**config.mk**
```make
export PLATFORM = sky130hd
export DESIGN_NAME = dual_octal_register_mux
export DESIGN_NICKNAME = d
export VERILOG_FILES = /design/src/shared/dual_octal_pkg.sv /design/src/hw/dual_octal_register_mux.sv
export VERILOG_INCLUDE_DIRS = /design/src /design/src/shared
export SDC_FILE = /design/constraint.sdc
export NUM_CORES = 1
export LEC_CHECK = 0
export ABC_AREA = 1
export BUFFER_PORTS_ARGS = -buffer_cell sky130_fd_sc_hd__buf_2
export CAP_MARGIN = 20
export CORE_UTILIZATION = 50
export CTS_BUF_LIST = sky130_fd_sc_hd__clkbuf_16
export CTS_CLUSTER_SIZE = 10
export DETAILED_ROUTE_END_ITERATION = 6
export GPL_TIMING_DRIVEN = 0
export PLACE_DENSITY_LB_ADDON = 0.3
export SLEW_MARGIN = 30
export SYNTH_ARGS = -nofsm -noshare
export SYNTH_HDL_FRONTEND = slang
export SYNTH_SLANG_ARGS = --single-unit
```
**constraint.sdc**
```tcl
create_clock -name CLK -period 2.74 [get_ports CLK]
set_input_delay 0.548 -clock CLK [delete_from_list [all_inputs] [get_ports CLK]]
set_output_delay 0.548 -clock CLK [all_outputs]
set_load 0.005 [all_outputs]
```
**src/shared/dual_octal_regs.svh**
```systemverilog
`ifndef DUAL_OCTAL_REGS_SVH
`define DUAL_OCTAL_REGS_SVH

// ****************************************************************
// widths, bit positions, depth and reset values
// ****************************************************************
`define DOR_WORD_W     8
`define DOR_SYNC_W     18
`define DOR_BIT_CP     17
`define DOR_BIT_SEL    16
`define DOR_BUF_DEPTH  2
`define DOR_OUT_RST    8'h00

`endif

```
**src/shared/dual_octal_pkg.sv**
```systemverilog
`default_nettype none

`include "dual_octal_regs.svh"

package dual_octal_pkg;
  // one 8-bit register word
  typedef logic [`DOR_WORD_W-1:0] octet_t;
  // all synchronised pins: clock pulse, select, B word, A word
  typedef logic [`DOR_SYNC_W-1:0] pins_t;
endpackage : dual_octal_pkg

`default_nettype wire

```
**src/hw/dual_octal_register_mux.sv**
```systemverilog
// Overview of operation
// RULE1: sixteen flops as two 8-bit registers, shared clock
// RULE2: both registers load on every clock rise; the code loads nothing on a rise that comes while CE is low
// RULE3: eight two-input muxes pick one register word
// RULE4: select low gives B, high gives A
// RULE5: outputs drive only while clock pulse high
// RULE6: source loads 16 bits, then toggles select
// RULE7: outputs show stored contents, never live inputs
// RULE8: storage registers have no reset value
`timescale 1ns/1ps
`default_nettype none

`include "dual_octal_regs.svh"

module dual_octal_register_mux #(
  parameter int DEPTH = `DOR_BUF_DEPTH
) (
  // clock, reset, enable
  input  wire logic                  CLK,
  input  wire logic                  ARST_N,
  input  wire logic                  CE,
  // pins from the bus logic
  input  wire dual_octal_pkg::octet_t DATA_A,
  input  wire dual_octal_pkg::octet_t DATA_B,
  input  wire logic                  SELECT_A,
  input  wire logic                  CLOCK_PULSE,
  // three-state output word
  output var  dual_octal_pkg::octet_t OUT_WORD,
  output var  dual_octal_pkg::octet_t OUT_OE,
  // buffered word stream
  output var  dual_octal_pkg::octet_t WORD_DATA,
  output var  logic                  WORD_VALID,
  input  wire logic                  WORD_READY,
  output var  logic                  BUF_READY
);
  import dual_octal_pkg::*;

  localparam int CW = $clog2(DEPTH + 1);

  // ****************************************************************
  // elaboration check
  // ****************************************************************
  if (DEPTH < 2) begin : g_bad_depth
    $error("buffer depth must be at least two");
  end

  // ****************************************************************
  // pin synchroniser, three stages
  // ****************************************************************
  pins_t sync1_ff;
  pins_t sync2_ff;
  pins_t sync3_ff;
  logic  cp_lvl_ff;
  logic  sel_lvl_ff;
  logic  nxt_cp_lvl;
  logic  nxt_sel_lvl;

  // first stage feeds only the second
  always_ff @(posedge CLK or negedge ARST_N) begin
    if (!ARST_N) begin
      sync1_ff <= '0;
      sync2_ff <= '0;
      sync3_ff <= '0;
    end else if (CE) begin
      sync1_ff <= {CLOCK_PULSE, SELECT_A, DATA_B, DATA_A};
      sync2_ff <= sync1_ff;
      sync3_ff <= sync2_ff;
    end
  end

  // a level change counts once stages two and three agree
  function automatic logic agreed(input logic s2, input logic s3,
                                  input logic held);
    return (s2 == s3) ? s3 : held;
  endfunction : agreed

  // same filter for both control pins, so they settle alike
  assign nxt_cp_lvl  = agreed(sync2_ff[`DOR_BIT_CP], sync3_ff[`DOR_BIT_CP],
                              cp_lvl_ff);
  assign nxt_sel_lvl = agreed(sync2_ff[`DOR_BIT_SEL], sync3_ff[`DOR_BIT_SEL],
                              sel_lvl_ff);

  always_ff @(posedge CLK or negedge ARST_N) begin
    if (!ARST_N) begin
      cp_lvl_ff  <= 1'b0;
      sel_lvl_ff <= 1'b0;
    end else if (CE) begin
      cp_lvl_ff  <= nxt_cp_lvl;
      sel_lvl_ff <= nxt_sel_lvl;
    end
  end

  // ****************************************************************
  // storage registers
  // ****************************************************************
  octet_t reg_a_ff;
  octet_t reg_b_ff;
  wire    load_rise = CE && nxt_cp_lvl && !cp_lvl_ff;

  // no reset: contents undefined until the first rise
  always_ff @(posedge CLK) begin // RULE8
    if (load_rise) begin // RULE2
      reg_a_ff <= sync3_ff[`DOR_WORD_W-1:0]; // RULE1
      reg_b_ff <= sync3_ff[2*`DOR_WORD_W-1:`DOR_WORD_W]; // RULE1
    end
  end

  // ****************************************************************
  // output multiplexer and drivers
  // ****************************************************************
  octet_t out_word_ff;
  octet_t out_oe_ff;
  wire octet_t mux_word = sel_lvl_ff ? reg_a_ff : reg_b_ff; // RULE3 RULE4

  // stored word only, driven while the clock pulse is high
  always_ff @(posedge CLK or negedge ARST_N) begin
    if (!ARST_N) begin
      out_word_ff <= `DOR_OUT_RST;
      out_oe_ff   <= '0;
    end else if (CE) begin
      out_word_ff <= cp_lvl_ff ? mux_word : `DOR_OUT_RST; // RULE7
      out_oe_ff   <= {`DOR_WORD_W{cp_lvl_ff}}; // RULE5
    end
  end

  assign OUT_WORD = out_word_ff;
  assign OUT_OE   = out_oe_ff;

  // ****************************************************************
  // word stream: one push per newly presented word
  // ****************************************************************
  logic   last_sel_ff;
  logic   push_req;
  logic   push;
  logic   pop;
  octet_t mem_ff [DEPTH];
  logic   [DEPTH-1:0] vld_ff;
  logic   [CW-1:0]    count_ff;
  logic   ready_ff;
  octet_t nxt_mem [DEPTH];
  logic   [DEPTH-1:0] nxt_vld;
  logic   [CW-1:0]    nxt_count;
  logic   [CW-1:0]    cnt_left;

  // a word is pushed when the pulse rises and again on each select change
  assign push_req = cp_lvl_ff
                    && (!out_oe_ff[0] || sel_lvl_ff != last_sel_ff); // RULE6
  assign push     = push_req && (count_ff != CW'(DEPTH));
  assign pop      = vld_ff[0] && WORD_READY;
  assign cnt_left = count_ff - CW'(pop);
  assign nxt_count = cnt_left + CW'(push);

  // head sits in entry zero, entries shift on pop
  always_comb begin
    for (int i = 0; i < DEPTH; i++) begin
      nxt_mem[i] = (pop && i < DEPTH - 1) ? mem_ff[(i + 1) % DEPTH]
                                          : mem_ff[i];
      nxt_vld[i] = CW'(i) < cnt_left;
      if (push && CW'(i) == cnt_left) begin
        nxt_mem[i] = mux_word;
        nxt_vld[i] = 1'b1;
      end
    end
  end

  always_ff @(posedge CLK or negedge ARST_N) begin
    if (!ARST_N) begin
      for (int i = 0; i < DEPTH; i++) mem_ff[i] <= '0;
      vld_ff      <= '0;
      count_ff    <= '0;
      ready_ff    <= 1'b0;
      last_sel_ff <= 1'b0;
    end else if (CE) begin
      mem_ff      <= nxt_mem;
      vld_ff      <= nxt_vld;
      count_ff    <= nxt_count;
      ready_ff    <= nxt_count != CW'(DEPTH);
      last_sel_ff <= push ? sel_lvl_ff : last_sel_ff;
    end
  end

  assign WORD_DATA  = mem_ff[0];
  assign WORD_VALID = vld_ff[0];
  assign BUF_READY  = ready_ff;

  // ****************************************************************
  // assertions
  // ****************************************************************
  a_load_both: assert property (@(posedge CLK) disable iff (!ARST_N) // RULE2
    load_rise |=> reg_a_ff == $past(sync3_ff[7:0])
                  && reg_b_ff == $past(sync3_ff[15:8]))
    else $error("registers missed a load on clock rise");
  a_hold_regs: assert property (@(posedge CLK) disable iff (!ARST_N) // RULE1
    (!load_rise && cp_lvl_ff) ##1 cp_lvl_ff |-> $stable(reg_a_ff)
                                  && $stable(reg_b_ff))
    else $error("registers changed without a clock rise");
  a_drive_high: assert property (@(posedge CLK) disable iff (!ARST_N) // RULE5
    CE && cp_lvl_ff |=> OUT_OE == 8'hff)
    else $error("outputs not driven while clock pulse high");
  a_float_low: assert property (@(posedge CLK) disable iff (!ARST_N) // RULE5
    CE && !cp_lvl_ff |=> OUT_OE == 8'h00)
    else $error("outputs driven while clock pulse low");
  a_pick_b: assert property (@(posedge CLK) disable iff (!ARST_N) // RULE4
    CE && cp_lvl_ff && !sel_lvl_ff |=> OUT_WORD == $past(reg_b_ff))
    else $error("select low did not give register B");
  a_pick_a: assert property (@(posedge CLK) disable iff (!ARST_N) // RULE4
    CE && cp_lvl_ff && sel_lvl_ff |=> OUT_WORD == $past(reg_a_ff))
    else $error("select high did not give register A");
  a_sync_agree: assert property (@(posedge CLK) disable iff (!ARST_N)
    $changed(cp_lvl_ff) |-> $past(sync2_ff[17]) == $past(sync3_ff[17]))
    else $error("clock pulse level changed without agreement");
  a_buf_full: assert property (@(posedge CLK) disable iff (!ARST_N)
    CE && push && count_ff == CW'(DEPTH - 1) && !pop |=> !BUF_READY)
    else $error("buffer ready stayed high when full");
  a_pop_shift: assert property (@(posedge CLK) disable iff (!ARST_N)
    CE && pop && vld_ff[1] |=> WORD_VALID && WORD_DATA == $past(mem_ff[1]))
    else $error("second entry did not move to head");
  a_freeze_ce: assert property (@(posedge CLK) disable iff (!ARST_N)
    !CE |=> $stable(cp_lvl_ff) && $stable(count_ff) && $stable(OUT_OE))
    else $error("state moved while clock enable was low");

  c_rise: cover property (@(posedge CLK) disable iff (!ARST_N) load_rise);
  c_split: cover property (@(posedge CLK) disable iff (!ARST_N)
    push && !sel_lvl_ff ##[1:20] push && sel_lvl_ff);
  c_full: cover property (@(posedge CLK) disable iff (!ARST_N)
    !BUF_READY ##1 BUF_READY);
  c_freeze: cover property (@(posedge CLK) disable iff (!ARST_N)
    !CE ##1 CE);

endmodule : dual_octal_register_mux

`default_nettype wire

```
* Word-level counts from Yosys, hierarchy flattened *
Cells that the tools add are included.

operators by class
  add/subtract/negate cells = 2
  order comparisons = 1
  eq/ne operators = 6
  mux-type cells = 6
  reductions and logical operators = 16

operators by type and width
  kind                                                                  count
  8-bit 2-to-1 mux                                                      4
  2-bit AND reduction                                                   4
  1-bit logical AND                                                     7
  2-bit inequality test, second input constant                          2
  2-bit by 1-bit adder with 2-bit output                                1
  1-bit equality test                                                   2
  1-bit by 2-bit equality test with 1-bit output, first input constant  1
  1-bit zero test                                                       2
  2-bit zero test                                                       1
  1-bit by 2-bit < comparator with 1-bit output, first input constant   1
  1-bit 2-to-1 mux                                                      2
  2-bit nonzero test                                                    1
  2-bit by 1-bit subtractor with 2-bit output                           1
  1-bit logical OR                                                      1
  1-bit inequality test                                                 1

word-level totals
  bits in registers = 102
  input bits = 22
  output and inout port bits = 26
  logic and storage cells = 46

* Logic depth before layout (Yosys ltp) *
Gate-level depths: netlist of run 1.

  depth in word-level cells = 7
  mapped depth = 13
  depth with buffers taken out = 13

* Worst setup path before layout of run 1 *
No wires, ideal clock.

  path type = input -> register
  start point = input CE
  end point = register reg_a_ff[0], enable pin
  library setup time = 0.364 ns
  arrival time = 1.508 ns
  required time = 2.376 ns
  setup slack = 0.868 ns
  stages on the path = 5
  buffers on the path = 3
  cells stage by stage = buf_2 > buf_2 > buf_2 > nand4_1 > inv_1

on the way
  word-level cells in the longest chain between the ends = 2

ends and longest elaborated chain
  what                            line                            source
  start, declared                 dual_octal_register_mux.sv:21   input wire logic CE,
  1-bit logical AND (2 in a row)  dual_octal_register_mux.sv:98   wire load_rise = CE && nxt_cp_lvl && !cp_lvl_ff;
  net load_rise                   dual_octal_register_mux.sv:98
  end signal, assigned            dual_octal_register_mux.sv:103  reg_a_ff <= sync3_ff[`DOR_WORD_W-1:0];
  end, declared                   dual_octal_register_mux.sv:96   octet_t reg_a_ff;

The timed path passes the listed nets, and every way through them passes these cells.
A chain may end at the register's enable or synchronous reset.

* Worst setup path after layout of run 1 *
  start point = register vld_ff[0]
  end point = register mem_ff (netlist bit WORD_DATA[7])

on the way
  word-level cells in the longest chain between the ends = 6
  elaborated cells between the ends (all ways) = 7
  classes of those cells = add/sub (1); mux (1); reduce/logical (5)

ends and longest elaborated chain
  what                                         line                            source
  start, declared                              dual_octal_register_mux.sv:137  logic [DEPTH-1:0] vld_ff;
  start signal, assigned                       dual_octal_register_mux.sv:175  vld_ff <= nxt_vld;
  1-bit logical AND *                          dual_octal_register_mux.sv:149  assign pop = vld_ff[0] && WORD_READY;
  2-bit by 1-bit subtractor with 2-bit output  dual_octal_register_mux.sv:150  assign cnt_left = count_ff - CW'(pop);
  2-bit zero test                              dual_octal_register_mux.sv:159  if (push && CW'(i) == cnt_left) begin
  1-bit logical AND                            dual_octal_register_mux.sv:159
  2-bit nonzero test (no line)                 n/a
  2-bit AND reduction (no line)                n/a
  end signal, assigned                         dual_octal_register_mux.sv:174  mem_ff <= nxt_mem;
  end, declared                                dual_octal_register_mux.sv:136  octet_t mem_ff [DEPTH];

Mark *: on every way between the ends. The rest lies on a longest branch, timed or not.

==> results_dict.tcl, run 1 <==
set metrics [dict create \
    cts_resized 0 \
    synthArstFlopShare_pct 84.3 \
    slew_headroom_pct 63.1 \
    syn_nets 493 \
    cts_made_buffers 9 \
    ant_nets 0 \
    grt_max_degree 62 \
    path_cells "nand2_1 > inv_1 > ha_1 > inv_1 > nor2_4 > nand3_4 > nand2_1 > nand2_2 > nand2_1 > nand2_1" \
    die_width_um 94.2 \
    rr_worst_depth 10 \
    outcome "finished, final reports clean" \
    first_global_vias 2938 \
    hold_path.class "in -> async" \
    dp_cells 621 \
    grt_pass1_wl_mm 12.9 \
    critPathMaxFanout 10 \
    crit_type "reg -> reg" \
    worstMarginPinSlew_ns 0.553 \
    final_nets 551 \
    vias 3003 \
    path_common_cell "nand2_1" \
    grt_use_total_pct 19.0 \
    core_area_mm2 0.00822 \
    r2r-end "WORD_DATA[7]" \
    setup_viol 0 \
    synth-edff-count 16 \
    clk_pin_slew_ns 0.07 \
    cts_hold_buf 0 \
    cts_tree "yes" \
    cp_slowest_cell "dfrtp_1" \
    yosysMostFrequentCell "nand2_1" \
    max_freq_mhz 553 \
    ys_top_cells_by_area "dfrtp_1 (51%), nand2_1 (23%), edfxtp_1 (11%), buf_4 (2.6%), o21ai_0 (1.3%)" \
    max_stage_delay_ns 0.39 \
    startpoint "vld_ff[0]" \
    num_rows 33 \
    postCtsSetupBuffers 0 \
    fillers 720 \
    synth_warnings 0 \
    startpoint_type "register" \
    viasPerCell 4.71 \
    end_kind "register" \
    syn_area_mm2 0.00425 \
    clk-insertion-delay-late_ns 0.33 \
    yosysSeqAreaShare_pct 61.9 \
    place_congestion 0.790 \
    cap_violations 0 \
    port_buffers 46 \
    wirelength_mm 7.33 \
    root_buffer "clkbuf_16" \
    start_util_pct 51.8 \
    grt_overflow 0 \
    rsz0062_at_grt "no" \
    htreeDepth 3 \
    fin_crit_sh_pct 65.9 \
    clockBufferDepth 2 \
    cp.required_ns 2.96 \
    avgSynthCellArea_um2 9.07 \
    post-place-ws_ns 0.569 \
    firstDrtPassIters 4 \
    fin_setup_tns_ns 0 \
    drc 0 \
    drive_gt1_share_pct 19.0 \
    finalMaxSlewViolations 0 \
    diodes 0 \
    synth_top_area_share_pct 50.6 \
    stdcell_count 637 \
    cp-endpoint "WORD_DATA[7]" \
    syn_to_final_growth_pct 16.6 \
    clock_skew_ns 0.00713 \
    p_leak_nw 2.67 \
    fin_crit_ns 1.81 \
    worstPathArrival_ns 2.03 \
    powerDensity_mw_per_mm2 826 \
    synth_seq_cells 102 \
    drt_iter0_markers 94 \
    ff2ff_setup_slack_ns 0.93 \
    layout_setup_ws_ns 0.933 \
    clkSinkCount 102 \
    wl_per_cell_um 11.5 \
    r2r-start "vld_ff[0]" \
    max-vdd-ir-drop_uv 425 \
    synth_flop_cell "dfrtp_1" \
    postSynthCellCount 469 \
    synth_top_cell_by_area "dfrtp_1" \
    hpwlAfterDp_mm 5.41 \
    yosys-top-cells-count "nand2_1 (264), dfrtp_1 (86), edfxtp_1 (16)" \
    synthDistinctLibCells 27 \
    die_y_um 94.2 \
    dieArea_mm2 0.00888 \
    ios 48 \
    antenna_found_initial 0 \
    hold_viol 0 \
]
metrics by stage:
step	total power (W)	cell area (µm²)	hold WS (ns)	util [%]
finish	0.00410	4960	0.0651	60.3
global route	0.00435	4960	0.0754	60.3
CTS	0.00414	4960	0.0632	60.3
detailed placement	0.00285	4650	0.425	56.6
global placement	0.00279	4610	0.434	56.2
floorplan	0.00257	4250	0.252	-
logic make-up (layout without fill, tap and decap cells):
| logic type | Yosys count | in the layout | synth area share [%] |
|---|---|---|---|
| XOR/XNOR | 1 | 1 | 0.206 |
| AO/OA/AOI/OAI | 26 | 26 | 3.65 |
| AND/OR/NAND/NOR | 289 | 289 | 27.5 |
| adder cells (fa/ha/maj) | 2 | 2 | 0.588 |
| flip-flops | 102 | 102 | 61.9 |
| buffers and inverters | 49 | 112 | 6.15 |
power breakdown:
part	switching [W]	internal, W	total, W
clock network	0.000522	0.000759	0.00128
registers	0.000140	0.00179	0.00193
logic	0.000500	0.000382	0.000882
total	0.00116	0.00293	0.00410
flip-flops by register name, indices dropped and copies added (netlist names), 2 cells and up:
| register | count |
|---|---|
| sync3_ff | 18 |
| sync2_ff | 18 |
| WORD_DATA | 8 |
| sync1_ff | 18 |
| count_ff | 2 |
| OUT_WORD | 8 |
| reg_b_ff | 8 |
| mem_ff | 8 |
| reg_a_ff | 8 |
metal layers:
metal / GRT usage [%] / wire length, µm / vias to the layer above
met5: 0 / 0 / -
met4: 8.72 / 107 / 0
met3: 3.40 / 203 / 9
met2: 33.9 / 3780 / 53
met1: 22.1 / 3240 / 1378
li1: - / - / 1563
layout by cell type (no fill, tap or decap):
cell,synthesis,routed
nor2_4,3,3
ha_1,2,2
clkbuf_16,0,10
bufinv_16,0,1
buf_4,15,15
a21oi_4,2,2
a31oi_1,1,1
nand2_1,264,264
nand2_4,3,3
buf_16,0,1
a21oi_1,2,2
inv_2,5,5
nor2_1,5,5
inv_1,10,11
edfxtp_1,16,16
buf_2,3,48
buf_6,2,3
nand2_2,3,3
o22ai_1,1,1
nand3_4,1,1
dfrtp_1,86,86
nand3_1,8,8
clkinv_2,0,2
inv_4,1,2
buf_1,9,9
o21ai_0,11,11
o21ai_1,9,9
clkbuf_1,4,4
nand3_2,1,1
xor2_1,1,1
nand4_1,1,1
clkinv_4,0,1
worst max-delay path, delay by kind of cell, from the launching register on:
family        cells  cell delay (ns)
buf+inv           2             0.18
fa+ha+maj         1             0.29
flops             1             0.39
simple gates      7             0.84
how the worst min path moves through the flow:
stage,endpoint,start,depth (start not counted)
2_1_floorplan,BUF_READY,ARST_N,0
3_3_place_gp,reg_a_ff[1],sync3_ff[1],0
5_1_grt,vld_ff[0],ARST_N,1
3_5_place_dp,vld_ff[0],ARST_N,1
4_1_cts,vld_ff[0],ARST_N,1
6_report,vld_ff[0],ARST_N,1
final cells by class:
type | count | area, µm² | area share [%]
Multi-Input combinational cell | 318 | 1360 | 27.4
Buffer | 33 | 199 | 4.01
Timing Repair Buffer | 47 | 264 | 5.33
Sequential cell | 102 | 2630 | 53.1
Inverter | 16 | 62.6 | 1.26
Clock buffer | 10 | 250 | 5.05
Tap cell | 105 | 131 | 2.65
Clock inverter | 6 | 58.8 | 1.19
(Power assumes the default switching activity.)
==> inputs of run 2 (changes only) <==
==> constraint.sdc (replaced) <==
create_clock -name CLK -period 1.7 [get_ports CLK]
set_input_delay 0.34 -clock CLK [delete_from_list [all_inputs] [get_ports CLK]]
set_output_delay 0.34 -clock CLK [all_outputs]
set_load 0.005 [all_outputs]
==> results_dict.tcl, run 2 (same netlist as run 1, synthesis figures left out) <==
set metrics [dict create \
    ios 48 \
    power_w 0.00673 \
    critPathMaxFanout 16 \
    max-vdd-ir-drop_uv 686 \
    fin_crit_sh_pct 94.6 \
    ant_nets 0 \
    stdcell_count 643 \
    dp_cells 621 \
    startpoint_type "primary input" \
    first_global_vias 2942 \
    path_cells "buf_2 > buf_2 > buf_2 > nand4_1 > inv_1" \
    die_width_um 94.2 \
    rsz0062_at_grt "yes" \
    cp_slowest_cell "inv_1" \
    diodes 0 \
    final_nets 557 \
    cts_tree "yes" \
    placed_area_mm2 0.00465 \
    worstPathArrival_ns 1.58 \
    clock_skew_ns 0.00653 \
    crit_buf_inv 4 \
    drive_gt1_share_pct 21.0 \
    critical_path.top_delay_family "buffers and inverters" \
    hpwlAfterDp_mm 5.41 \
    cts_made_buffers 9 \
    hold_viol 0 \
    clkSinkCount 102 \
    fin_area_mm2 0.00504 \
    drc 0 \
    worstMarginPinSlew_ns 0.553 \
    clk-insertion-delay-late_ns 0.33 \
    p_leak_nw 2.70 \
    final_common_cell "nand2_1" \
    setup_viol 0 \
    vias 3026 \
    fin_crit_ns 1.61 \
    cap_violations 0 \
    core_area_mm2 0.00822 \
    end_kind "register" \
    powerDensity_mw_per_mm2 1340 \
    path_common_cell "buf_2" \
    wirelength_mm 7.47 \
    viasPerCell 4.71 \
    firstDrtPassIters 4 \
    finalMaxSlewViolations 0 \
    grt_pass1_wl_mm 12.9 \
    max_freq_mhz 622 \
    clk_pin_slew_ns 0.07 \
    outcome "finished, final reports clean" \
    dieArea_mm2 0.00888 \
    cp.required_ns 1.67 \
    antenna_found_initial 0 \
    start_util_pct 51.8 \
    grt_use_total_pct 19.1 \
    max_stage_delay_ns 0.43 \
    hold_ws_ns 0.203 \
    grt_overflow 0 \
    multiInputGateArea_mm2 0.00138 \
    num_rows 33 \
    syn_to_final_growth_pct 18.4 \
    top_regs "sync1_ff: 18 flops, sync2_ff: 18 flops, sync3_ff: 18 flops" \
    grt_max_degree 62 \
    hold_path.class "in -> reg" \
    htreeDepth 3 \
    wl_per_cell_um 11.6 \
    port_buffers 46 \
    die_y_um 94.2 \
    crit_type "in -> reg" \
    slew_headroom_pct 63.1 \
    regArea_mm2 0.00263 \
    place_congestion 0.790 \
    drt_iter0_markers 89 \
    fillers 717 \
    root_buffer "clkbuf_16" \
    layout_common_cells "nand2_1 (262), dfrtp_1 (86), buf_2 (48)" \
    clockBufferDepth 2 \
]
-- run 2: worst paths after layout --
check / start / endpoint / slack [ns] / depth (start not counted)
worst max-delay path: CE / reg_a_ff[3] / 0.09 / 5
worst min-delay path: DATA_A[0] / sync1_ff[0] / 0.20 / 3
worst max register to register: cp_lvl_ff / BUF_READY / 0.10 / 10
worst min register to register: sync3_ff[0] / reg_a_ff[0] / 0.44 / 0
max in group asynchronous: ARST_N / sync3_ff[2] / 0.72 / 3
min in group asynchronous: ARST_N / vld_ff[0] / 0.43 / 2
-- run 2: metrics by stage --
stage	setup TNS (ns)	utilization [%]	setup WS, ns
after floorplan	0	-	0.0361
after global placement	-33.89	56.2	-0.349
after detailed placement	-5.33	56.6	-0.263
after CTS	0	60.7	0.0140
after global routing	-0.0163	61.3	-0.0140
final	0	61.3	0.0919
-- run 2: cell type report --
class                   count  area share [%]
clock buffers              10            4.97
clock inverters             6            1.17
flip-flops and latches    102            52.3
repair buffers             53            6.43
multi-input cells         318            27.3
inverters                  16            1.29
well taps                 105            2.61
plain buffers              33            3.95
-- run 2: worst reg2reg max path: stages, from the launching register on --
cell	delay, ns
dfrtp_1	0.34
buf_6	0.15
inv_2	0.08
a21oi_4	0.19
nand2_4	0.11
inv_4	0.08
ha_1	0.17
xor2_1	0.16
nand2_1	0.09
nor2_1	0.10
nor2_1	0.04
-- run 2: per-layer routing --
layer / vias to the layer above / global-route usage [%] / routed length, µm
li1: 1573 / - / -
met1: 1382 / 22.2 / 3270
met2: 62 / 34.0 / 3880
met3: 9 / 3.40 / 223
met4: 0 / 8.72 / 107
met5: - / 0 / 0
-- run 2: where the power goes --
group          internal [W]  total [W]  switching, W
combinational      0.000704    0.00155      0.000845
clock               0.00122    0.00206      0.000840
sequential          0.00289    0.00312      0.000232
-- run 2: what timing repair did --
item	CTS	global route
pin swaps	1	7
hold buffers	1	0
resized for setup	2	7
setup buffers	1	4
hold endpoints to repair	25	0
setup endpoints to repair	13	17
